===== config.mk =====
export PLATFORM = sky130hd
export DESIGN_NAME = pagps_top
export DESIGN_NICKNAME = d
export VERILOG_FILES = /design/src/common/pagps_pkg.sv /design/src/rtl/pagps_top.sv
export SDC_FILE = /design/constraint.sdc
export NUM_CORES = 1
export LEC_CHECK = 0
export ABC_AREA = 1
export ABC_CLOCK_PERIOD_IN_PS = 2100
export BUFFER_PORTS_ARGS = -buffer_cell sky130_fd_sc_hd__buf_2
export CORE_UTILIZATION = 49
export CTS_CLUSTER_DIAMETER = 30
export DETAILED_ROUTE_END_ITERATION = 6
export PLACE_DENSITY = 0.91
export SYNTH_ARGS = -nofsm -noshare
export SYNTH_HDL_FRONTEND = slang
export SYNTH_SLANG_ARGS = --single-unit

===== constraint.sdc =====
create_clock -name aclk -period 2.1 [get_ports aclk]
set_input_delay 0.21 -clock aclk [delete_from_list [all_inputs] [get_ports aclk]]
set_output_delay 0.21 -clock aclk [all_outputs]
set_load 0.005 [all_outputs]

===== src/common/pagps_pkg.sv =====
// package: register map, field layout and pin function codes for port a
package pagps_pkg;

  // -------------------------------------------------------------------
  // register offsets
  // -------------------------------------------------------------------
  localparam logic [3:0] PAGPS_OFS_DIR    = 4'h0;
  localparam logic [3:0] PAGPS_OFS_DATA   = 4'h4;
  localparam logic [3:0] PAGPS_OFS_CTRL   = 4'h8;
  localparam logic [3:0] PAGPS_OFS_STATUS = 4'hC;

  // -------------------------------------------------------------------
  // reset values and fixed answers
  // -------------------------------------------------------------------
  localparam logic [7:0]  PAGPS_DIR_RST_LOW  = 8'h00;
  localparam logic [7:0]  PAGPS_DIR_RST_ADDR = 8'h80;
  localparam logic [7:0]  PAGPS_DATA_RST     = 8'h00;
  localparam logic [7:0]  PAGPS_DIR_READ     = 8'hFF;
  localparam logic [1:0]  PAGPS_RESP_OKAY    = 2'h0;
  localparam logic [1:0]  PAGPS_RESP_SLVERR  = 2'h2;
  localparam int          PAGPS_PIN7         = 7;
  localparam int          PAGPS_PIN6         = 6;

  // status field positions
  localparam int PAGPS_ST_MODE_LSB = 0;
  localparam int PAGPS_ST_FN7_LSB  = 8;
  localparam int PAGPS_ST_FN6_LSB  = 16;

  // -------------------------------------------------------------------
  // control register layout
  // -------------------------------------------------------------------
  typedef struct packed {
    logic [2:0] b_io;       // [2] is b_side_capture_select
    logic [2:0] a_io;       // [2] is a_side_capture_select
    logic       ch2_pwm_mode_bit;
    logic       address_bit21_enable;
    logic       chip_select4_enable;
    logic       pin6_pattern_enable;
    logic       pin7_pattern_enable;
  } pagps_ctrl_t;

  localparam pagps_ctrl_t PAGPS_CTRL_RST = 11'h008;

  // -------------------------------------------------------------------
  // pin functions
  // -------------------------------------------------------------------
  typedef enum logic [5:0] {
    PAGPS_FN_IN   = 6'h01,
    PAGPS_FN_PORT = 6'h02,
    PAGPS_FN_PAT  = 6'h04,
    PAGPS_FN_TMR  = 6'h08,
    PAGPS_FN_ADDR = 6'h10,
    PAGPS_FN_CS   = 6'h20
  } pagps_fn_t;

endpackage


===== src/rtl/pagps_top.sv =====
// port a: registers, pin 7/6 function select, pin drivers, axi4-lite slave
module pagps_top
  import pagps_pkg::*;
(
  // clock and reset
  input  wire logic        aclk,
  input  wire logic        aresetn,
  // axi4-lite write
  input  wire logic [3:0]  s_axi_awaddr,
  input  wire logic        s_axi_awvalid,
  output logic             s_axi_awready,
  input  wire logic [31:0] s_axi_wdata,
  input  wire logic [3:0]  s_axi_wstrb,
  input  wire logic        s_axi_wvalid,
  output logic             s_axi_wready,
  output logic [1:0]       s_axi_bresp,
  output logic             s_axi_bvalid,
  input  wire logic        s_axi_bready,
  // axi4-lite read
  input  wire logic [3:0]  s_axi_araddr,
  input  wire logic        s_axi_arvalid,
  output logic             s_axi_arready,
  output logic [31:0]      s_axi_rdata,
  output logic [1:0]       s_axi_rresp,
  output logic             s_axi_rvalid,
  input  wire logic        s_axi_rready,
  // operating mode and standby
  input  wire logic [2:0]  mode_pins,
  input  wire logic        hw_standby,
  input  wire logic        sw_standby,
  // shared function sources
  input  wire logic        pattern_out_bit7,
  input  wire logic        pattern_out_bit6,
  input  wire logic        timer_ch2_b_out,
  input  wire logic        timer_ch2_a_out,
  input  wire logic        address_bit_twenty,
  input  wire logic        address_bit_twentyone,
  input  wire logic        chip_select_four_n,
  // timer capture inputs
  output logic             timer_ch2_b_capture,
  output logic             timer_ch2_a_capture,
  // port pins
  input  wire logic [7:0]  pa_in,
  output logic [7:0]       pa_out,
  output logic [7:0]       pa_oe_n
);

  // -------------------------------------------------------------------
  // state
  // -------------------------------------------------------------------
  logic [2:0]  mode_reg;
  logic [7:0]  dir_reg;
  logic [7:0]  port_output_data_reg;
  pagps_ctrl_t ctrl_reg;
  logic [7:0]  dir_eff;
  logic        grp_addr;
  logic        rst_grp_addr;
  logic        b_cmp;
  logic        a_cmp;
  pagps_fn_t   pin_fn [8];

  logic        aw_hold_reg;
  logic        w_hold_reg;
  logic [3:0]  waddr_reg;
  logic [31:0] wdata_reg;
  logic [3:0]  wstrb_reg;
  logic        bvalid_reg;
  logic [1:0]  bresp_reg;
  logic        rvalid_reg;
  logic [1:0]  rresp_reg;
  logic [31:0] rdata_reg;
  logic [31:0] rdata_next;
  logic [7:0]  port_read;
  logic        do_write;

  // -------------------------------------------------------------------
  // mode strap, caught while reset is held
  // -------------------------------------------------------------------
  always_ff @(posedge aclk) begin
    if (!aresetn) begin
      mode_reg <= mode_pins;
    end
  end

  function automatic logic addr_mode(input logic [2:0] m);
    return (m == 3'h3) || (m == 3'h4) || (m == 3'h6);
  endfunction

  assign grp_addr     = addr_mode(mode_reg);
  assign rst_grp_addr = addr_mode(mode_pins);

  // -------------------------------------------------------------------
  // register file
  // -------------------------------------------------------------------
  assign do_write = aw_hold_reg && w_hold_reg && !bvalid_reg;

  always_ff @(posedge aclk) begin
    if (!aresetn) begin
      dir_reg <= rst_grp_addr ? PAGPS_DIR_RST_ADDR : PAGPS_DIR_RST_LOW;
    end else if (hw_standby) begin
      dir_reg <= grp_addr ? PAGPS_DIR_RST_ADDR : PAGPS_DIR_RST_LOW;
    end else if (do_write && !sw_standby && wstrb_reg[0]
                 && waddr_reg == PAGPS_OFS_DIR) begin
      dir_reg <= wdata_reg[7:0];
    end
  end

  always_ff @(posedge aclk) begin
    if (!aresetn || hw_standby) begin
      port_output_data_reg <= PAGPS_DATA_RST;
    end else if (do_write && !sw_standby && wstrb_reg[0]
                 && waddr_reg == PAGPS_OFS_DATA) begin
      port_output_data_reg <= wdata_reg[7:0];
    end
  end

  always_ff @(posedge aclk) begin
    if (!aresetn || hw_standby) begin
      ctrl_reg <= PAGPS_CTRL_RST;
    end else if (do_write && !sw_standby && waddr_reg == PAGPS_OFS_CTRL) begin
      if (wstrb_reg[0]) begin
        ctrl_reg[7:0] <= wdata_reg[7:0];
      end
      if (wstrb_reg[1]) begin
        ctrl_reg[10:8] <= wdata_reg[10:8];
      end
    end
  end

  // pin 7 direction pinned high in address modes
  assign dir_eff = {dir_reg[7] | grp_addr, dir_reg[6:0]};

  // -------------------------------------------------------------------
  // pin function selection
  // -------------------------------------------------------------------
  assign b_cmp = (!ctrl_reg.b_io[2] && (ctrl_reg.b_io[1:0] != 2'h0))
                 || ctrl_reg.ch2_pwm_mode_bit;
  assign a_cmp = (!ctrl_reg.a_io[2] && (ctrl_reg.a_io[1:0] != 2'h0))
                 || ctrl_reg.ch2_pwm_mode_bit;

  function automatic pagps_fn_t shared_fn(input logic cmp, input logic dir,
                                          input logic pat);
    if (cmp) begin
      return PAGPS_FN_TMR;
    end else if (!dir) begin
      return PAGPS_FN_IN;
    end else if (pat) begin
      return PAGPS_FN_PAT;
    end
    return PAGPS_FN_PORT;
  endfunction

  always_comb begin
    if (grp_addr) begin
      pin_fn[PAGPS_PIN7] = PAGPS_FN_ADDR;
    end else begin
      pin_fn[PAGPS_PIN7] = shared_fn(b_cmp, dir_eff[7],
                                     ctrl_reg.pin7_pattern_enable);
    end
  end

  always_comb begin
    if (mode_reg != 3'h7 && ctrl_reg.chip_select4_enable) begin
      pin_fn[PAGPS_PIN6] = PAGPS_FN_CS;
    end else if (grp_addr && !ctrl_reg.address_bit21_enable) begin
      pin_fn[PAGPS_PIN6] = PAGPS_FN_ADDR;
    end else begin
      pin_fn[PAGPS_PIN6] = shared_fn(a_cmp, dir_eff[6],
                                     ctrl_reg.pin6_pattern_enable);
    end
  end

  // -------------------------------------------------------------------
  // pin drivers, registered
  // -------------------------------------------------------------------
  for (genvar i = 0; i < 8; i++) begin : g_pin
    logic pat_v;
    logic tmr_v;
    logic adr_v;
    logic nxt_out;
    logic nxt_oe_n;

    if (i >= 6) begin : g_shared
      assign pat_v = (i == 7) ? pattern_out_bit7 : pattern_out_bit6;
      assign tmr_v = (i == 7) ? timer_ch2_b_out : timer_ch2_a_out;
      assign adr_v = (i == 7) ? address_bit_twenty : address_bit_twentyone;
    end else begin : g_plain
      assign pat_v = 1'b0;
      assign tmr_v = 1'b0;
      assign adr_v = 1'b0;
      assign pin_fn[i] = dir_eff[i] ? PAGPS_FN_PORT : PAGPS_FN_IN;
    end

    always_comb begin
      nxt_oe_n = 1'b0;
      unique case (pin_fn[i])
        PAGPS_FN_IN:   begin
          nxt_out  = 1'b0;
          nxt_oe_n = 1'b1;
        end
        PAGPS_FN_PORT: nxt_out = port_output_data_reg[i];
        PAGPS_FN_PAT:  nxt_out = pat_v;
        PAGPS_FN_TMR:  nxt_out = tmr_v;
        PAGPS_FN_ADDR: nxt_out = adr_v;
        PAGPS_FN_CS:   nxt_out = chip_select_four_n;
        default: begin
          nxt_out  = 1'b0;
          nxt_oe_n = 1'b1;
        end
      endcase
    end

    always_ff @(posedge aclk) begin
      if (!aresetn) begin
        pa_out[i]  <= 1'b0;
        pa_oe_n[i] <= 1'b1;
      end else begin
        pa_out[i]  <= nxt_out;
        pa_oe_n[i] <= nxt_oe_n;
      end
    end

    assign port_read[i] = dir_eff[i] ? port_output_data_reg[i] : pa_in[i];
  end

  // -------------------------------------------------------------------
  // capture feeds
  // -------------------------------------------------------------------
  always_ff @(posedge aclk) begin
    if (!aresetn) begin
      timer_ch2_b_capture <= 1'b0;
      timer_ch2_a_capture <= 1'b0;
    end else begin
      timer_ch2_b_capture <= pa_in[7] && ctrl_reg.b_io[2]
                             && !ctrl_reg.ch2_pwm_mode_bit;
      timer_ch2_a_capture <= pa_in[6] && ctrl_reg.a_io[2];
    end
  end

  // -------------------------------------------------------------------
  // axi4-lite write channel
  // -------------------------------------------------------------------
  assign s_axi_awready = !aw_hold_reg && !bvalid_reg;
  assign s_axi_wready  = !w_hold_reg && !bvalid_reg;
  assign s_axi_bvalid  = bvalid_reg;
  assign s_axi_bresp   = bresp_reg;

  always_ff @(posedge aclk) begin
    if (!aresetn) begin
      aw_hold_reg <= 1'b0;
      waddr_reg   <= 4'h0;
    end else if (s_axi_awvalid && s_axi_awready) begin
      aw_hold_reg <= 1'b1;
      waddr_reg   <= {s_axi_awaddr[3:2], 2'h0};
    end else if (do_write) begin
      aw_hold_reg <= 1'b0;
    end
  end

  always_ff @(posedge aclk) begin
    if (!aresetn) begin
      w_hold_reg <= 1'b0;
      wdata_reg  <= 32'h0;
      wstrb_reg  <= 4'h0;
    end else if (s_axi_wvalid && s_axi_wready) begin
      w_hold_reg <= 1'b1;
      wdata_reg  <= s_axi_wdata;
      wstrb_reg  <= s_axi_wstrb;
    end else if (do_write) begin
      w_hold_reg <= 1'b0;
    end
  end

  always_ff @(posedge aclk) begin
    if (!aresetn) begin
      bvalid_reg <= 1'b0;
      bresp_reg  <= PAGPS_RESP_OKAY;
    end else if (do_write) begin
      bvalid_reg <= 1'b1;
      bresp_reg  <= (waddr_reg == PAGPS_OFS_STATUS) ? PAGPS_RESP_SLVERR
                                                    : PAGPS_RESP_OKAY;
    end else if (s_axi_bready) begin
      bvalid_reg <= 1'b0;
    end
  end

  // -------------------------------------------------------------------
  // axi4-lite read channel
  // -------------------------------------------------------------------
  assign s_axi_arready = !rvalid_reg;
  assign s_axi_rvalid  = rvalid_reg;
  assign s_axi_rdata   = rdata_reg;
  assign s_axi_rresp   = rresp_reg;

  always_comb begin
    rdata_next = 32'h0;
    unique case ({s_axi_araddr[3:2], 2'h0})
      PAGPS_OFS_DIR:  rdata_next[7:0] = PAGPS_DIR_READ;
      PAGPS_OFS_DATA: rdata_next[7:0] = port_read;
      PAGPS_OFS_CTRL: rdata_next[10:0] = ctrl_reg;
      PAGPS_OFS_STATUS: begin
        rdata_next[PAGPS_ST_MODE_LSB +: 3] = mode_reg;
        rdata_next[PAGPS_ST_FN7_LSB +: 6]  = pin_fn[PAGPS_PIN7];
        rdata_next[PAGPS_ST_FN6_LSB +: 6]  = pin_fn[PAGPS_PIN6];
      end
    endcase
  end

  always_ff @(posedge aclk) begin
    if (!aresetn) begin
      rvalid_reg <= 1'b0;
      rresp_reg  <= PAGPS_RESP_OKAY;
      rdata_reg  <= 32'h0;
    end else if (s_axi_arvalid && s_axi_arready) begin
      rvalid_reg <= 1'b1;
      rresp_reg  <= PAGPS_RESP_OKAY;
      rdata_reg  <= rdata_next;
    end else if (s_axi_rready) begin
      rvalid_reg <= 1'b0;
    end
  end
endmodule


# After elaboration in Yosys (flattened, before gate mapping)
# Index checks and enable logic that the tools add are counted.
# Widths: inputs -> output; s select.
dict set report word_totals {
  reg_bits 89
  output_inout_bits 59
  in_bits 71
  wordCells 214
}
dict set report op_classes {
  eq_ne 54
  muxes 68
  n_reduce_logical 54
  n_bitwise 1
}
# operator n
set op_table {}
lappend op_table {{$mux 6} 12}
lappend op_table {{$mux 8} 5}
lappend op_table {{$reduce_or 5->1} 8}
lappend op_table {{$eq 2x6->1 const B} 6}
lappend op_table {{$mux 1} 32}
lappend op_table {{$eq 2x5->1 const B} 6}
lappend op_table {{$eq 2x4->1 const B} 6}
lappend op_table {{$eq 2x2->1 const B} 10}
lappend op_table {{$logic_and 1x1->1} 19}
lappend op_table {{$eq 2x3->1 const B} 6}
lappend op_table {{$pmux 5 s3} 1}
lappend op_table {{$mux 2} 7}
lappend op_table {{$eq 3x3->1 const B} 4}
lappend op_table {{$eq 6x2->1 const B} 2}
lappend op_table {{$eq 6x3->1 const B} 2}
lappend op_table {{$eq 6x4->1 const B} 2}
lappend op_table {{$eq 6x5->1 const B} 2}
lappend op_table {{$eq 6x6->1 const B} 2}
lappend op_table {{$pmux 1 s2} 6}
lappend op_table {{$pmux 3 s4} 1}
lappend op_table {{$reduce_bool 2->1} 6}
lappend op_table {{$logic_not 1->1} 10}
lappend op_table {{$pmux 1 s5} 2}
lappend op_table {{$logic_or 1x1->1} 7}
lappend op_table {{10 further kinds} 13}

# Logic depth before layout (Yosys ltp)
# Gate-level depths: netlist (run 1).
dict set report logic_depth {
  depth_word 12
  ltp_mapped 9
  depth_no_buf 9
}

# Worst setup path after synthesis (run 1)
# Ideal clock, no wire load.
dict set report synth_path {
  path_kind {register to register}
  from {register bvalid_reg (netlist: s_axi_bvalid)}
  to {register dir_reg[0] (enable)}
  slack_ns 0.301
  stages_incl_launch_ff 6
  n_path_buf 0
  arrival_time_ns 1.414
  cell_sequence {dfxtp_1 -> inv_1 -> nand3_2 -> nor2_4 -> nand3_1 -> o21ai_0}
}
dict set report synth_between {
  elab_chain_len 6
}
# element line
set synth_lines {}
lappend synth_lines {{from (decl)} pagps_top.sv:67} ;# logic bvalid_reg;
lappend synth_lines {{from (signal assigned)} pagps_top.sv:276} ;# bvalid_reg <= 1'b0;
lappend synth_lines {{from (signal assigned)} pagps_top.sv:279} ;# bvalid_reg <= 1'b1;
lappend synth_lines {{from (signal assigned)} pagps_top.sv:283} ;# bvalid_reg <= 1'b0;
lappend synth_lines {{$logic_not 1->1} pagps_top.sv:95} ;# assign do_write = aw_hold_reg && w_hold_reg && !bvalid_reg;
lappend synth_lines {{$logic_and 1x1->1} pagps_top.sv:95}
lappend synth_lines {{$logic_and 1x1->1 (2 in series)} pagps_top.sv:102} ;# end else if (do_write && !sw_standby && wstrb_reg[0]
lappend synth_lines {{$logic_and 1x1->1} pagps_top.sv:103} ;# && waddr_reg == PAGPS_OFS_DIR) begin
lappend synth_lines {{$ne 3x1->1 (no source line)} -}
lappend synth_lines {{to (signal assigned)} pagps_top.sv:99} ;# dir_reg <= rst_grp_addr ? PAGPS_DIR_RST_ADDR : PAGPS_DIR_RST_LOW;
lappend synth_lines {{to (signal assigned)} pagps_top.sv:101} ;# dir_reg <= grp_addr ? PAGPS_DIR_RST_ADDR : PAGPS_DIR_RST_LOW;
lappend synth_lines {{to (signal assigned)} pagps_top.sv:104} ;# dir_reg <= wdata_reg[7:0];
lappend synth_lines {{to (decl)} pagps_top.sv:52} ;# logic [7:0] dir_reg;
# No other way between the ends.
# A chain may end at the register's enable or synchronous reset.

# Worst setup path in the final report (run 1)
dict set report layout_path {
  from {register rvalid_reg (netlist: s_axi_rvalid)}
  to {register rdata_reg[10] (netlist: s_axi_rdata[10])}
}
dict set report layout_between {
  elab_chain_len 2
}
# element line
set layout_lines {}
lappend layout_lines {{from (decl)} pagps_top.sv:69} ;# logic rvalid_reg;
lappend layout_lines {{from (signal assigned)} pagps_top.sv:311} ;# rvalid_reg <= 1'b0;
lappend layout_lines {{from (signal assigned)} pagps_top.sv:315} ;# rvalid_reg <= 1'b1;
lappend layout_lines {{from (signal assigned)} pagps_top.sv:319} ;# rvalid_reg <= 1'b0;
lappend layout_lines {{$logic_not 1->1} pagps_top.sv:290} ;# assign s_axi_arready = !rvalid_reg;
lappend layout_lines {{$logic_and 1x1->1} pagps_top.sv:314} ;# end else if (s_axi_arvalid && s_axi_arready) begin
lappend layout_lines {{to (signal assigned)} pagps_top.sv:317} ;# rdata_reg <= rdata_next;
lappend layout_lines {{to (decl)} pagps_top.sv:71} ;# logic [31:0] rdata_reg;
# No other way between the ends.

==> metrics.txt, run 1 <==
H-tree depth reported by CTS=3; Rows=30; area post-placement=0.00396 mm^2; share of cells above drive strength 1=21.6%; critical path capture point=s_axi_rdata[10]$_SDFFE_PN0P_; Final Cycle Share=75.3%; initial core utilization=51.3%; routed length per placed instance=around 13 um; post-detailed-placement half-perimeter wirelength=6.03 mm; Worst Tran Pin Value=around 590 ps; WP buf/inv=2; maximum clock frequency=0.633 GHz; Die Footprint=between 0.007 and 0.008 mm^2; count of cells resized by post-cts repair=0; Static Leakage=1.87 nW; end of the worst register-to-register path=s_axi_rdata[10]$_SDFFE_PN0P_; final setup violation count=0; overall global routing resource usage=22.3%; post-route setup TNS=0 ps; number of non-filler instances in the completed layout=620; number of primary I/O pins=130; switching share of power=25.5%; total routed wirelength=8.15 mm; clock tree from TritonCTS=done; area of the multi-input gates=0.00133 mm^2; post-layout min period=about 1600 ps; cell family with the largest share of critical-path delay=buffers and inverters; total count of max-transition violations in the final report=0; Worst Setup Path Type=reg -> reg; DP Cell Count=604; simple-gate share of the synthesized area=18.3%; pin count of the biggest net entering global routing=26; number of diodes=0; startpoint of the worst-slack reg-to-reg timing path=s_axi_rvalid$_SDFFE_PN0P_; number of flip-flops under the largest register name=19; Crit path arrival time=about 1800 ps; area of the placeable core=0.00687 mm^2; unrepaired setup endpoints after global routing=no; Req. time, crit path=2340 ps; most frequently used flop master after synthesis=sky130_fd_sc_hd__dfxtp_1; max capacitance violation total=0; Seq cells post-synth=87; footprint of the flip-flops and latches=0.00185 mm^2; final count of hold timing violations=0; cell internal pwr=approximately 2.4 mW; clock buffers created by TritonCTS=9; proportion of register bits with asynchronous set or reset after synthesis=0%; fraction of synthesized area in multiplexers=0%; compound-gate portion of the synthesized area=17.7%; maximum fanout encountered on the critical timing path=15; Post CTS Setup Buffer Count=0; Power per Cell Area=772 mW/mm^2; Final #Nets=590; drt via density=5.18; maximum vdd ir drop=315 uV; global placement routability congestion=0.908; outcome=completed; crit path launch type=flip-flop; number of I/O port buffers=86; Final Cell Area=0.00414 mm^2; capturing element type of the critical path=flip-flop; main combinational cell family by area after synthesis=simple AND/OR/NAND/NOR gates; clock slew seen by the registers of the worst setup and hold paths=80 ps; count of flip-flops with a built-in enable after synthesis=11; CTS hold repair buffers=0; overall via count from detail_route=3,210; reg2reg path depth=6; area of the mapped netlist=0.00352 mm^2; Area Growth Syn to Fin=17.5%; XOR/XNOR share of the synthesized area=0%; combinational fraction of design power=10.3%; Unique masters post-synth=34; clock network latency to the later pin of the worst-skew pair=between 300 and 400 ps; Hold Worst Slack=57.7 ps; number of antenna violations at the first check in global routing=0; per-instance average area after synthesis=8.15 um^2; DRC violation count after routing=0; clock group share of total power=32.9%; Cells after Synth=~430; Root Buffer=sky130_fd_sc_hd__clkbuf_8; number of gates on the worst path with buffers counted=6; global-route wire length before repair=12.8 mm; sequential fraction of the synthesis area=52.6%; die height=about 87 um; flop2flop setup slack=520 ps; GRT Residual Overflow=0; Max clock buf depth=2; Clock Sinks=87; type of the worst min-delay path=in -> reg; number of global-route vias before repair=2,857; drt first pass iters=6; Cell Chain, Critical Path=inv_1, nand2_1, inv_1, o21ai_0, a31oi_1, nor2_1; total of fill cells in the finished design=570; library cell appearing most often on the critical path=sky130_fd_sc_hd__inv_1; leading cell types in the layout, fill and taps excluded=sky130_fd_sc_hd__buf_2, sky130_fd_sc_hd__dfxtp_1, sky130_fd_sc_hd__nand2_1, sky130_fd_sc_hd__o21ai_0; Die Width=86.8 um; maximum cell stage delay along the critical path=410 ps; relative slew slack=60.8%; Switch Pwr=around 0.82 mW; remaining number of nets flagged by the antenna check after routing=0; relative contribution of sequential cells to total power=56.8%; Synth Area in Adders=0%; DRC marker count from the first detailed-route iteration=227; count of yosys warnings during synthesis=0; most common cell after layout, fill and taps aside=sky130_fd_sc_hd__buf_2; skew final=10.1 ps; critical path startpoint=s_axi_rvalid$_SDFFE_PN0P_; cell type of the slowest stage on the worst timing path=sky130_fd_sc_hd__inv_1
-- routing by layer --
metal	wire length, um	part of all wire (%)	vias to the layer above	track usage, %
li1	-	-	1564	-
met2	3840	47	169	36.4
met1	3450	42	1455	27.3
met5	0	0	-	0
met3	639	7.8	22	6.19
met4	220	2.7	0	10.6
-- power by group through the flow --
stage          Clock, mW  Combinational, mW  Sequential (mW)
2_1_floorplan          0              0.220             1.84
3_3_place_gp           0              0.317             1.85
3_5_place_dp           0              0.325             1.85
4_1_cts             1.06              0.327             1.81
5_1_grt             1.13              0.372             1.82
6_report            1.05              0.330             1.81
-- area by class of cell --
cell class                 instances  share of cell area (%)
clock buffer                      13                    3.84
clock inverter                     3                   0.454
inverter                          55                    4.99
multi-input combinational        277                    32.1
sequential                        87                    44.8
tap                               96                    2.90
timing repair buffer              89                    10.9
-- per-stage QoR --
stage	power [mW]	utilization [%]	worst slack [ps]
final	3.19	60.2	519
after global routing	3.32	60.2	359
after CTS	3.20	60.2	532
after detailed placement	2.17	57.7	537
after global placement	2.16	57.7	575
after floorplan	2.06	-	301
-- cell usage after synthesis, types with 3 or more instances --
cell type	n	area, um^2
sky130_fd_sc_hd__o21ai_0	54	270
sky130_fd_sc_hd__nand3_1	16	80.1
sky130_fd_sc_hd__a21oi_1	46	230
sky130_fd_sc_hd__nand4_1	5	31.3
sky130_fd_sc_hd__o211ai_1	4	30.0
sky130_fd_sc_hd__buf_4	17	128
sky130_fd_sc_hd__a31oi_1	3	18.8
sky130_fd_sc_hd__inv_1	53	199
sky130_fd_sc_hd__nor2_1	53	199
sky130_fd_sc_hd__clkbuf_1	3	11.3
sky130_fd_sc_hd__buf_1	3	11.3
sky130_fd_sc_hd__dfxtp_1	76	1520
sky130_fd_sc_hd__edfxtp_1	11	330
sky130_fd_sc_hd__nand2_1	58	218
sky130_fd_sc_hd__a221oi_1	4	35.0
sky130_fd_sc_hd__nor2_2	3	18.8
-- cell families after synthesis --
family	count (synthesis)
AO/OA/AOI/OAI	116
flip-flops	87
buffers and inverters	83
other	1
AND/OR/NAND/NOR	145
-- how the worst min path moves through the flow --
stage / depth (start not counted) / slack, ps / to / from
after floorplan: 0 / 310 / mode_reg[0]$_DFFE_PN_ / mode_pins[0]
after global placement: 1 / 410 / mode_reg[1]$_DFFE_PN_ / mode_pins[1]
after detailed placement: 1 / 410 / mode_reg[1]$_DFFE_PN_ / mode_pins[1]
after CTS: 1 / 50 / mode_reg[1]$_DFFE_PN_ / mode_pins[1]
after global routing: 1 / 40 / mode_reg[1]$_DFFE_PN_ / mode_pins[1]
final: 1 / 60 / mode_reg[1]$_DFFE_PN_ / mode_pins[1]
Note: power is estimated with default switching activity, not from simulation.
==> inputs of run 2 (changes only) <==
- ABC_CLOCK_PERIOD_IN_PS: 2100 -> 1500
- clock period: 2.1 -> 1.5 ns (I/O delays scaled with it)
==> run 2 against run 1 <==
The run now ends with negative setup slack left. Critical path type unchanged. Non-clock buffer count rose by 11. Core utilization grew 2.7 points. Total power grew 54%. Via count rose by 1.7%. Fmax rose by 2.5%. Cell count is 1.8% higher. Register-to-register slack worse by 560 ps. Sequential power grew 40%.
==> metrics.txt, run 2 (synthesis gave the netlist of run 1 again) <==
Final Cycle Share=103%; Crit path arrival time=roughly 1800 ps; share of cells above drive strength 1=24.3%; Rows=30; number of non-filler instances in the completed layout=631; total routed wirelength=roughly 8.7 mm; Max clock buf depth=2; clock buffers created by TritonCTS=9; pin count of the biggest net entering global routing=26; Die Footprint=around 0.0075 mm^2; total count of max-transition violations in the final report=0; Die Width=86.8 um; Clock Sinks=87; remaining number of nets flagged by the antenna check after routing=0; DRC violation count after routing=0; H-tree depth reported by CTS=3; number of antenna violations at the first check in global routing=0; smallest setup slack after layout=-41.8 ps; drt first pass iters=7; global placement routability congestion=0.885; Hold Worst Slack=20.0 ps; crit path launch type=flip-flop; type of the worst min-delay path=in -> reg; max capacitance violation total=0; GRT Residual Overflow=0; maximum fanout encountered on the critical timing path=5; Root Buffer=sky130_fd_sc_hd__clkbuf_8; maximum vdd ir drop=629 uV; clock network latency to the later pin of the worst-skew pair=360 ps; routed length per placed instance=13.7 um; initial core utilization=between 50 and 60%; DP Cell Count=608; maximum clock frequency=approximately 0.65 GHz; die height=86.8 um; capturing element type of the critical path=flip-flop; Static Leakage=around 2 nW; violations in the final reports=negative setup slack; clock tree from TritonCTS=done; overall via count from detail_route=between 3,000 and 4,000; drt via density=between 5 and 6; final count of hold timing violations=0; Area Growth Syn to Fin=22.7%; Power per Cell Area=1140 mW/mm^2; Worst Setup Path Type=reg -> reg; overall global routing resource usage=roughly 23%; Post-Route Utilization=62.9%; clock slew seen by the registers of the worst setup and hold paths=80 ps; outcome=finished with violations; post-detailed-placement half-perimeter wirelength=6.02 mm; area of the placeable core=0.00687 mm^2; leading cell types in the layout, fill and taps excluded=sky130_fd_sc_hd__buf_2, sky130_fd_sc_hd__dfxtp_1, sky130_fd_sc_hd__nand2_1, sky130_fd_sc_hd__nor2_1, sky130_fd_sc_hd__o21ai_0; post-layout min period=1540 ps; final setup violation count=1; Final #Nets=601; number of global-route vias before repair=2,921; global-route wire length before repair=13.2 mm; most common cell after layout, fill and taps aside=sky130_fd_sc_hd__buf_2; number of diodes=0; number of I/O port buffers=86; skew final=11.7 ps; number of flip-flops under the largest register name=19; DRC marker count from the first detailed-route iteration=284; Req. time, crit path=1780 ps; number of primary I/O pins=130
[run 2: changes by cell type in the layout (fill, tap and decap cells not counted), sizes merged]
cell,delta
bufinv,+2
clkbuf,-1
buf,+10
dlygate4sd3,+1
inv,-1
[run 2: repair_timing]
| item | CTS | global route |
|---|---|---|
| endpoints found under the setup margin | 0 | 25 |
| resized for setup | 0 | 6 |
| hold buffers | 1 | 0 |
| endpoints found under the hold margin | 1 | 0 |
| setup buffers | 0 | 6 |
[run 2: layer usage]
| metal | global-route usage [%] | part of all wire, % | up-vias |
|---|---|---|---|
| met2 | 39.2 | 50 | 164 |
| met5 | 0 | 0 | - |
| li1 | - | - | 1589 |
| met4 | 9.85 | 2.0 | 0 |
| met1 | 27.9 | 41 | 1496 |
| met3 | 5.71 | 6.9 | 16 |
[run 2: cell type report]
| cell class | instances | area [um^2] |
|---|---|---|
| timing repair buffer | 100 | 551 |
| tap | 96 | 120 |
| inverter | 55 | 206 |
| multi-input combinational | 277 | 1350 |
| sequential | 87 | 1860 |
| clock buffer | 12 | 166 |
| clock inverter | 4 | 76.3 |
| fill | 543 | 2550 |
[run 2: metrics by stage]
stage / TNS (ps) / total power [mW] / worst slack, ps / cell area, um^2
2_1_floorplan: 0 / 2.89 / 74.4 / 3580
3_3_place_gp: 0 / 3.04 / 90.7 / 4010
3_5_place_dp: 0 / 3.06 / 45.5 / 4010
4_1_cts: 0 / 4.92 / 23.1 / 4260
5_1_grt: -189 / 5.11 / -101 / 4320
6_report: -41.8 / 4.93 / -41.8 / 4320
[run 2: power breakdown]
group	leakage (nW)	switching, mW	total, mW	internal (mW)
Sequential	0.739	0.0767	2.54	2.47
Clock	0.118	0.806	1.89	1.09
Combinational	1.10	0.303	0.491	0.188
Total	1.96	1.19	4.93	3.74
[run 2: critical path, stage by stage (launching register included)]
cell and delay [ps]:
sky130_fd_sc_hd__edfxtp_1 470, sky130_fd_sc_hd__inv_1 120, sky130_fd_sc_hd__nand2_1 100, sky130_fd_sc_hd__nand3_1 120
sky130_fd_sc_hd__nand2_1 110, sky130_fd_sc_hd__nor3_1 240, sky130_fd_sc_hd__nand2_1 110, sky130_fd_sc_hd__a21oi_1 190
[run 2: path summary, 6_finish.rpt]
path / endpoint / cells after the start / startpoint / slack (ps)
setup / recovery: s_axi_rdata[16]$_SDFFE_PN0P_ / 7 / mode_reg[2]$_DFFE_PN_ / -40
hold / removal: mode_reg[0]$_DFFE_PN_ / 1 / mode_pins[0] / 20
setup reg to reg: s_axi_rdata[16]$_SDFFE_PN0P_ / 7 / mode_reg[2]$_DFFE_PN_ / -40
hold reg to reg: pa_out[2]$_SDFF_PN0_ / 2 / port_output_data_reg[2]$_SDFFE_PP0P_ / 440
==> inputs of run 3 (changes only) <==
- CORE_ASPECT_RATIO: default -> 1.2
- HOLD_SLACK_MARGIN: default -> 0.02
- SKIP_LAST_GASP: default -> 1
==> run 3 against run 2 <==
The flow now finishes without violations. Die area about the same. Combinational power up 2%. Via count up 2.5%. Critical path depth down 1. Clock skew down 4.4 ps. Largest cell class unchanged. Highest routed layer unchanged.
==> metrics.txt, run 3 (synthesis gave the netlist of run 1 again) <==
total count of max-transition violations in the final report=0; Post-Route Utilization=62.4%; Crit path arrival time=1560 ps; DRC violation count after routing=0; initial core utilization=51.1%; total routed wirelength=8.87 mm; Req. time, crit path=~1600 ps; clock buffers created by TritonCTS=9; cell internal pwr=about 3.6 mW; Clock Sinks=87; Final Cycle Share=98.0%; WP buf/inv=2; capturing element type of the critical path=flip-flop; number of global-route vias before repair=3,007; total of fill cells in the finished design=554; cell type of the slowest stage on the worst timing path=sky130_fd_sc_hd__dfxtp_2; global-route wire length before repair=13.5 mm; Die Footprint=approximately 0.0075 mm^2; type of the worst min-delay path=in -> reg; area of the placeable core=0.00690 mm^2; cell family with the largest share of critical-path delay=simple AND/OR/NAND/NOR gates; Worst Setup Path Type=reg -> reg; most common cell after layout, fill and taps aside=sky130_fd_sc_hd__buf_2; GRT Residual Overflow=0; share of cells above drive strength 1=24.5%; maximum clock frequency=0.680 GHz; footprint of the flip-flops and latches=about 0.0019 mm^2; Power per Cell Area=around 1100 mW/mm^2; relative contribution of sequential cells to total power=52.8%; number of diodes=0; Switch Pwr=around 1.2 mW; number of primary I/O pins=130; max capacitance violation total=0; Final #Nets=between 600 and 700; Rows=33; outcome=completed; Cell Chain, Critical Path=inv_2, nand3_4, nor2_4, nand3_2, o21ai_2, buf_12; unrepaired setup endpoints after global routing=yes; maximum vdd ir drop=612 uV; maximum cell stage delay along the critical path=350 ps; hold_sp=s_axi_wdata[9]; smallest setup slack after layout=29.6 ps; clock tree from TritonCTS=done; final setup violation count=0; Root Buffer=sky130_fd_sc_hd__clkbuf_8; maximum fanout encountered on the critical timing path=8; skew final=7.27 ps; reg2reg path depth=6; clock slew seen by the registers of the worst setup and hold paths=roughly 90 ps; number of antenna violations at the first check in global routing=0; Die Width=79.4 um; Area Growth Syn to Fin=22.2%; pin count of the biggest net entering global routing=26; number of I/O port buffers=86; switching share of power=25.6%; Place WS=32.7 ps; number of flip-flops under the largest register name=19; Max clock buf depth=2; DRC marker count from the first detailed-route iteration=approximately 370; combinational fraction of design power=approximately a tenth; end of the worst register-to-register path=dir_reg[5]$_SDFFCE_PP0P_; Static Leakage=1.95 nW; post-detailed-placement half-perimeter wirelength=about 6.2 mm; clock network latency to the later pin of the worst-skew pair=370 ps; final count of hold timing violations=0; area of the multi-input gates=~0.0014 mm^2; remaining number of nets flagged by the antenna check after routing=0; routed length per placed instance=14.3 um; H-tree depth reported by CTS=3; die height=roughly 95 um; overall global routing resource usage=23.7%; drt via density=5.38; critical path startpoint=s_axi_bvalid$_SDFFE_PN0P_; startpoint of the worst-slack reg-to-reg timing path=s_axi_bvalid$_SDFFE_PN0P_; crit path launch type=flip-flop; leading cell types in the layout, fill and taps excluded=sky130_fd_sc_hd__buf_2, sky130_fd_sc_hd__dfxtp_1, sky130_fd_sc_hd__nand2_1, sky130_fd_sc_hd__nor2_1; global placement routability congestion=0.900; number of non-filler instances in the completed layout=roughly 620; number of gates on the worst path with buffers counted=6; DP Cell Count=599; post-layout min period=1470 ps; clock group share of total power=36.8%; Hold Worst Slack=approximately 26 ps; drt first pass iters=5; critical path capture point=dir_reg[5]$_SDFFCE_PP0P_; flop2flop setup slack=about 30 ps; overall via count from detail_route=3,347
-- run 3: final cells by class --
class | instances | share of cell area [%]
clock buffer | 11 | 3.78
inverter | 55 | 4.80
clock inverter | 5 | 1.45
tap | 87 | 2.53
multi-input combinational | 277 | 31.4
timing repair buffer | 100 | 12.9
sequential | 87 | 43.1
-- run 3: power by group through the flow --
stage / clock (mW) / sequential [mW] / combinational, mW
global placement: 0 / 2.59 / 0.460
detailed placement: 0 / 2.59 / 0.476
floorplan: 0 / 2.58 / 0.309
global route: 1.87 / 2.56 / 0.563
CTS: 1.76 / 2.54 / 0.487
finish: 1.78 / 2.55 / 0.501
-- run 3: worst min-delay path by stage --
| stage | to | depth (start not counted) | slack, ps |
|---|---|---|---|
| global route | timer_ch2_b_capture$_SDFF_PN0_ | 3 | 40 |
| CTS | wdata_reg[9]$_SDFFE_PN0P_ | 3 | 30 |
| finish | wdata_reg[9]$_SDFFE_PN0P_ | 3 | 30 |
| floorplan | mode_reg[0]$_DFFE_PN_ | 0 | 250 |
| global placement | mode_reg[1]$_DFFE_PN_ | 1 | 350 |
| detailed placement | mode_reg[1]$_DFFE_PN_ | 1 | 350 |
-- run 3: per-stage QoR --
stage / power (mW) / TNS, ps / instance area, um^2
6_report: 4.82 / 0 / 4300
5_1_grt: 5.00 / -384 / 4300
4_1_cts: 4.79 / 0 / 4250
3_5_place_dp: 3.07 / 0 / 4000
3_3_place_gp: 3.05 / 0 / 4000
2_1_floorplan: 2.89 / 0 / 3580
-- run 3: worst register-to-register path: stages (launching register included) --
cell and delay (ps):
sky130_fd_sc_hd__dfxtp_2 350, sky130_fd_sc_hd__inv_2 80, sky130_fd_sc_hd__nand3_4 100, sky130_fd_sc_hd__nor2_4 190, sky130_fd_sc_hd__nand3_2 120, sky130_fd_sc_hd__o21ai_2 200
sky130_fd_sc_hd__buf_12 140
-- run 3: timing repair --
item	in CTS	in global routing
setup buffers	0	4
hold buffers	3	0
setup endpoints to repair	0	23
gates resized for setup	0	9
endpoints found under the hold margin	3	0
-- run 3: per-layer routing --
metal | track usage [%] | up-vias | share of wire (%) | wire (um)
li1 | - | 1584 | - | -
met1 | 26.8 | 1537 | 38 | 3370
met2 | 40.7 | 202 | 52 | 4590
met3 | 5.22 | 24 | 8.0 | 713
met4 | 13.8 | 0 | 2.3 | 203
met5 | 0 | - | 0 | 0
